$ cat config.mk
export PLATFORM = sky130hd
export DESIGN_NAME = dual_watchdog_system
export DESIGN_NICKNAME = d
export VERILOG_FILES = /design/src/logic/dual_watchdog_pkg.sv /design/src/logic/dual_watchdog_system.sv
export VERILOG_INCLUDE_DIRS = /design/src /design/src/logic
export SDC_FILE = /design/constraint.sdc
export NUM_CORES = 1
export LEC_CHECK = 0
export BUFFER_PORTS_ARGS = -buffer_cell sky130_fd_sc_hd__clkbuf_2
export CAP_MARGIN = 20
export CORE_ASPECT_RATIO = 0.6
export CORE_MARGIN = 5
export CORE_UTILIZATION = 40
export DETAILED_ROUTE_END_ITERATION = 8
export GPL_ROUTABILITY_DRIVEN = 0
export PLACE_DENSITY = 0.7
export SETUP_SLACK_MARGIN = 0.3
export SKIP_CTS_REPAIR_TIMING = 1
export SYNTH_ARGS = -nofsm -noshare
export SYNTH_HDL_FRONTEND = slang
export SYNTH_SLANG_ARGS = --single-unit
$ cat constraint.sdc
create_clock -name clock -period 2.3 [get_ports clock]
set_input_delay 0.46 -clock clock [delete_from_list [all_inputs] [get_ports clock]]
set_output_delay 0.46 -clock clock [all_outputs]
set_load 0.1 [all_outputs]
$ cat src/logic/dual_watchdog_params.svh
// Offsets-free constants: reset values, key codes and tick counts of the watchdog pair
`ifndef DUAL_WATCHDOG_PARAMS_SVH
`define DUAL_WATCHDOG_PARAMS_SVH

// =====================================================================
// Windowed watchdog
`define WWDG_COUNT_RESET 7'h7F
`define WWDG_WINDOW_RESET 7'h7F
`define WWDG_EXPIRE_BIT 6
`define WWDG_TICK_CYCLES 12'h040

// =====================================================================
// Independent watchdog
`define IWDG_KEY_ENABLE 8'hCC
`define IWDG_KEY_REFRESH 8'hAA
`define IWDG_RELOAD_RESET 8'hFF
`define IWDG_TICK_DIV 3'h4

`endif

$ cat src/logic/dual_watchdog_pkg.sv
// Types shared by the dual watchdog design
package dual_watchdog_pkg;

    // =================================================================
    // Whole state of the watchdog pair
    typedef struct packed {
        logic lsi_meta;
        logic lsi_sync;
        logic lsi_prev;
        logic opt_meta;
        logic opt_sync;
        logic strap_taken;
        logic wwdg_active;
        logic [6:0] wwdg_count;
        logic [6:0] wwdg_window;
        logic [11:0] wwdg_prescale;
        logic iwdg_active;
        logic [7:0] iwdg_count;
        logic [7:0] iwdg_reload;
        logic [2:0] iwdg_prescale;
        logic wwdg_fault;
        logic iwdg_fault;
        logic reset_request;
    } wdg_state_t;

endpackage : dual_watchdog_pkg

$ cat src/logic/dual_watchdog_system.sv
// Windowed and independent watchdog pair raising a device reset request
// =====================================================================
// Summary of operation
// RL1: Either watchdog starts from a software command, and the independent one also from its option strap.
// RL2: Once a watchdog runs, no software action stops it; only arst_n returns it to idle.
// RL3: The windowed counter must be refreshed before it drops below 0x40, else a reset is requested.
// RL4: A windowed refresh made while the counter is still above the window value still reloads the counter but requests a reset.
// RL5: The independent counter advances on edges of the 128 kHz low-speed RC clock, not on the main clock tick.
// RL6: With the option strap set the independent watchdog runs from power-on and requests a reset at end of count.
// RL7: Writing the refresh key while the independent watchdog runs reloads its counter with the programmed reload value.
`include "dual_watchdog_params.svh"

module dual_watchdog_system (
    // Clock and reset
    input wire logic clock,
    input wire logic arst_n,
    // Low-speed clock and option strap pins
    input wire logic low_speed_rc_clock,
    input wire logic hw_watchdog_option,
    // Windowed watchdog software port
    input wire logic wwdg_control_write,
    input wire logic wwdg_enable,
    input wire logic [6:0] wwdg_count_value,
    input wire logic wwdg_window_write,
    input wire logic [6:0] wwdg_window_value,
    // Independent watchdog software port
    input wire logic iwdg_key_write,
    input wire logic [7:0] iwdg_key_value,
    input wire logic iwdg_reload_write,
    input wire logic [7:0] iwdg_reload_value,
    // Status and reset request
    output logic wwdg_running,
    output logic [6:0] wwdg_counter,
    output logic iwdg_running,
    output logic [7:0] iwdg_counter,
    output logic wwdg_fault,
    output logic iwdg_fault,
    output logic reset_request
);

    // =================================================================
    // State and its next value
    dual_watchdog_pkg::wdg_state_t state;
    dual_watchdog_pkg::wdg_state_t next_state;

    // =================================================================
    // Decoded strobes and ticks
    logic lsi_edge;
    logic wwdg_tick;
    logic iwdg_tick;
    logic wwdg_trip;
    logic iwdg_trip;
    logic [6:0] wwdg_dec;
    logic wwdg_refresh;
    logic wwdg_too_early;
    logic wwdg_too_late;
    logic wwdg_underflow;
    logic key_start;
    logic key_service;
    logic iwdg_expired;

    // =================================================================
    // Next-state logic
    always_comb begin
        next_state = state;
        wwdg_trip = 1'b0;
        iwdg_trip = 1'b0;
        iwdg_tick = 1'b0;

        // =============================================================
        // Two-flop synchronisers for the pins
        next_state.lsi_meta = low_speed_rc_clock;
        next_state.lsi_sync = state.lsi_meta;
        next_state.lsi_prev = state.lsi_sync;
        next_state.opt_meta = hw_watchdog_option;
        next_state.opt_sync = state.opt_meta;
        lsi_edge = state.lsi_sync & ~state.lsi_prev;

        // =============================================================
        // Software strobe decode
        wwdg_refresh = state.wwdg_active & wwdg_control_write;
        wwdg_too_early = state.wwdg_count > state.wwdg_window;
        wwdg_too_late = ~wwdg_count_value[`WWDG_EXPIRE_BIT];
        key_start = iwdg_key_write & (iwdg_key_value == `IWDG_KEY_ENABLE);
        key_service = iwdg_key_write & (iwdg_key_value == `IWDG_KEY_REFRESH);

        // =============================================================
        // Windowed watchdog prescaler
        wwdg_tick = (state.wwdg_prescale == (`WWDG_TICK_CYCLES - 12'h001));
        if (wwdg_tick) begin
            next_state.wwdg_prescale = 12'h000;
        end else begin
            next_state.wwdg_prescale = state.wwdg_prescale + 12'h001;
        end
        wwdg_dec = state.wwdg_count - 7'h01;
        wwdg_underflow = state.wwdg_count[`WWDG_EXPIRE_BIT] & ~wwdg_dec[`WWDG_EXPIRE_BIT];

        // =============================================================
        // Windowed watchdog window value
        if (wwdg_window_write) begin
            next_state.wwdg_window = wwdg_window_value;
        end

        // =============================================================
        // Windowed watchdog counter
        if (wwdg_refresh) begin // RL2
            // Enable bit is ignored here: a running watchdog stays on
            if (wwdg_too_early) begin
                wwdg_trip = 1'b1; // RL4
            end
            if (wwdg_too_late) begin
                wwdg_trip = 1'b1; // RL3
            end
            next_state.wwdg_count = wwdg_count_value; // RL3
        end else if (state.wwdg_active) begin
            if (wwdg_tick) begin
                next_state.wwdg_count = wwdg_dec;
                if (wwdg_underflow) begin
                    wwdg_trip = 1'b1; // RL3
                end
            end
        end else if (wwdg_control_write) begin
            next_state.wwdg_count = wwdg_count_value;
            next_state.wwdg_active = wwdg_enable; // RL1
            next_state.wwdg_prescale = 12'h000;
        end

        // =============================================================
        // Option strap start once the synchronised pin is valid
        if (!state.strap_taken && state.opt_sync && !state.iwdg_active) begin
            next_state.strap_taken = 1'b1;
            next_state.iwdg_active = 1'b1; // RL6
            next_state.iwdg_count = state.iwdg_reload;
            next_state.iwdg_prescale = 3'h0;
        end

        // =============================================================
        // Independent watchdog reload value
        if (iwdg_reload_write) begin
            next_state.iwdg_reload = iwdg_reload_value;
        end

        // =============================================================
        // Independent watchdog counts low-speed clock edges
        if (state.iwdg_active && lsi_edge) begin // RL5
            if (state.iwdg_prescale == (`IWDG_TICK_DIV - 3'h1)) begin
                next_state.iwdg_prescale = 3'h0;
                iwdg_tick = 1'b1;
            end else begin
                next_state.iwdg_prescale = state.iwdg_prescale + 3'h1;
            end
        end
        iwdg_expired = (state.iwdg_count == 8'h00);

        // =============================================================
        // Independent watchdog software start
        if (key_start) begin
            next_state.iwdg_active = 1'b1; // RL1
            if (!state.iwdg_active) begin
                next_state.iwdg_count = state.iwdg_reload;
                next_state.iwdg_prescale = 3'h0;
            end
        end

        // =============================================================
        // Independent watchdog service and end of count
        if (state.iwdg_active) begin
            if (key_service) begin
                next_state.iwdg_count = state.iwdg_reload; // RL7
                next_state.iwdg_prescale = 3'h0; // RL7
            end else if (iwdg_tick) begin
                if (iwdg_expired) begin
                    iwdg_trip = 1'b1; // RL6
                    next_state.iwdg_count = state.iwdg_reload;
                end else begin
                    next_state.iwdg_count = state.iwdg_count - 8'h01;
                end
            end
        end

        // =============================================================
        // Registered fault pulses
        next_state.wwdg_fault = wwdg_trip;
        next_state.iwdg_fault = iwdg_trip;
        next_state.reset_request = wwdg_trip | iwdg_trip;
    end

    // =================================================================
    // State register
    always_ff @(posedge clock or negedge arst_n) begin
        if (!arst_n) begin
            state.lsi_meta <= 1'b0;
            state.lsi_sync <= 1'b0;
            state.lsi_prev <= 1'b0;
            state.opt_meta <= 1'b0;
            state.opt_sync <= 1'b0;
            state.strap_taken <= 1'b0;
            state.wwdg_active <= 1'b0; // RL2
            state.wwdg_count <= `WWDG_COUNT_RESET;
            state.wwdg_window <= `WWDG_WINDOW_RESET;
            state.wwdg_prescale <= 12'h000;
            state.iwdg_active <= 1'b0; // RL2
            state.iwdg_count <= `IWDG_RELOAD_RESET;
            state.iwdg_reload <= `IWDG_RELOAD_RESET;
            state.iwdg_prescale <= 3'h0;
            state.wwdg_fault <= 1'b0;
            state.iwdg_fault <= 1'b0;
            state.reset_request <= 1'b0;
        end else begin
            state <= next_state;
        end
    end

    // =================================================================
    // Outputs straight from the state register
    assign wwdg_running = state.wwdg_active;
    assign wwdg_counter = state.wwdg_count;
    assign iwdg_running = state.iwdg_active;
    assign iwdg_counter = state.iwdg_count;
    assign wwdg_fault = state.wwdg_fault;
    assign iwdg_fault = state.iwdg_fault;
    assign reset_request = state.reset_request;

endmodule : dual_watchdog_system

==> results_dict.tcl <==
set metrics [dict create \
    postSynthAreaPerCell_um2 9.91 \
    fmax_ghz 0.516 \
    netlist_area_um2 3160 \
    cts.clk_slew.worst_paths_ns 0.07 \
    setup_violations 0 \
    clock_skew_ns 0.00952 \
    path_max_fanout 2 \
    die_h_um 78.9 \
    area_growth_syn_to_layout_pct 16.2 \
    row_count 25 \
    synth_edf_count 0 \
    hold_class "in -> async" \
    pwr-share-seq_pct 41.8 \
    outcome "finished, final reports clean" \
    p_leak_nw 1.62 \
    avgRoutedWirePerCell_um 15.5 \
    cts_buffer_depth 2 \
    drive_gt1_share_pct 37.2 \
    final_common_cell "clkbuf_2" \
    cap_violations 0 \
    io_pins 59 \
    syn-num-nets 371 \
    synth-seq-cells 56 \
    die-area_um2 9840 \
    grt_pass1_vias 2469 \
    setup_tns_ns 0 \
    p_per_area_nw_per_um2 926 \
    synth.distinct_cells 58 \
    fin_crit_ns 1.94 \
    drt_iter0_drc 202 \
    ys_seq_area_share_pct 45.5 \
    grt_setup_unrepaired "yes" \
    antenna_left 0 \
    ir_drop_v 0.000353 \
    switching_share_pct 39.7 \
    clk_latency_ns 0.29 \
    critPathKind "reg -> reg" \
    layout_common_cells "clkbuf_2, nor2_1, dfstp_2" \
    synth_flop_cell "dfstp_2" \
    viasPerCell 5.30 \
    required_ns 2.52 \
    hold_viol 0 \
    cts_buffers 5 \
    drc 0 \
    die_x_um 125 \
    drt_pass1_iterations 5 \
    routed_wl_mm 7.38 \
    track_usage_pct 15.7 \
    cp_data_arrival_time_ns 2.16 \
    yosys_warnings 0 \
    internal_power_mw 2.05 \
    synthCells 319 \
    antenna_cells 0 \
    max-slew-margin-rel_pct 61.8 \
    overflow 0 \
    power.share.clock_pct 22.5 \
    end_kind "register" \
    grt_max_degree 25 \
    cts_max_level 2 \
    worst_slew_pin_slew_ns 0.573 \
    cts_tree "done" \
    start_kind "register" \
    final_max_slew_viol_count 0 \
    cts_root_buffer "clkbuf_16" \
    start_util_pct 40.6 \
    antenna_found_initial 0 \
    hpwl_mm 5.73 \
    grt_pass1_wl_mm 12.5 \
    port_buffers 58 \
    synthArstFlopShare_pct 100 \
    final_net_count 419 \
    timing.final.crit_share_pct 84.3 \
    p_sw_mw 1.35 \
    dp.cells 466 \
    clock-sinks 56 \
    coreArea_um2 7790 \
    via_count 2525 \
    final_cells 476 \
    power.share.combinational_pct 35.8 \
]
-- cell type report --
type,count,area (um^2)
Inverter,18,67.6
Multi-Input combinational cell,219,1520
Clock inverter,3,22.5
Tap cell,108,135
Sequential cell,56,1440
Timing Repair Buffer,67,358
Clock buffer,5,125
Fill cell,732,4120
-- registers in the layout, indices dropped and copies added, names as in the netlist --
name,flops
iwdg_fault,1
wwdg_counter,7
wwdg_fault,1
state,33
wwdg_running,1
next_state,3
reset_request,1
iwdg_counter,8
iwdg_running,1
-- path summary, 6_finish.rpt --
path	cells after the start	slack [ns]	end	startpoint
min reg2reg	0	0.35	state[51]$_DFF_PN0_	next_state[51]$_DFF_PN0_
max	7	0.36	iwdg_counter[2]$_DFF_PN1_	iwdg_counter[0]$_DFF_PN1_
min	1	0.15	state[53]$_DFF_PN0_	arst_n
min in group clock	1	0.28	next_state[51]$_DFF_PN0_	hw_watchdog_option
max in group asynchronous	2	1.42	wwdg_counter[3]$_DFFE_PN1P_	arst_n
max reg2reg	7	0.36	iwdg_counter[2]$_DFF_PN1_	iwdg_counter[0]$_DFF_PN1_
-- Yosys cell counts (8+ instances only) --
cell type   n  area [um^2]
nor2_1     34          128
dfstp_2    30          788
dfrtp_1    26          651
nand2_1    24         90.1
inv_1      17         63.8
buf_4      15          113
o21ai_0    14         70.1
ha_1       13          163
mux2_2     12          135
nand3_1     9         45.0
xnor2_1     9         78.8
clkbuf_1    8         30.0
nor3_1      8         40.0
-- metal layers --
metal	part of all wire [%]	GRT usage, %
met3	6.4	4.03
met1	51	23.9
met4	0.85	3.61
met5	0	0
met2	41	22.2
-- worst max-delay path, stage by stage (launching register included) --
cell      delay (ns)
dfstp_2         0.37
inv_1           0.07
ha_2            0.18
or3b_4          0.39
o211ai_1        0.29
o32ai_1         0.14
a211o_1         0.29
a22oi_2         0.12
-- through the flow --
stage          utilization [%]  area, um^2  total power [mW]  setup WS (ns)  hold WS [ns]
3_5_place_dp              44.7        3480              2.61          0.227         0.335
2_1_floorplan                -        3160              2.36          0.323         0.164
6_report                  47.1        3670              3.40          0.361         0.153
4_1_cts                   46.6        3630              3.39          0.258         0.166
5_1_grt                   47.1        3670              3.62          0.295         0.203
3_3_place_gp              44.7        3480              2.57          0.296         0.337
-- cell families (layout without fill, tap and decap cells) --
| family | after synthesis | in the layout | share of synthesized area, % |
|---|---|---|---|
| compound gates | 61 | 61 | 14.1 |
| mux | 15 | 15 | 5.23 |
| buf+inv | 44 | 93 | 7.09 |
| flops | 56 | 56 | 45.5 |
| fa+ha+maj | 13 | 13 | 5.15 |
| xor+xnor | 16 | 16 | 4.43 |
| simple gates | 114 | 114 | 18.5 |
-- power by group through the flow --
stage                     Clock (mW)  Combinational [mW]  Sequential, mW
final                          0.763                1.22            1.42
after global routing           0.836                1.34            1.45
after CTS                      0.793                1.18            1.42
after detailed placement           0                1.18            1.43
after global placement             0                1.15            1.43
after floorplan                    0               0.957            1.41
Power figures use the tool's default switching activity.
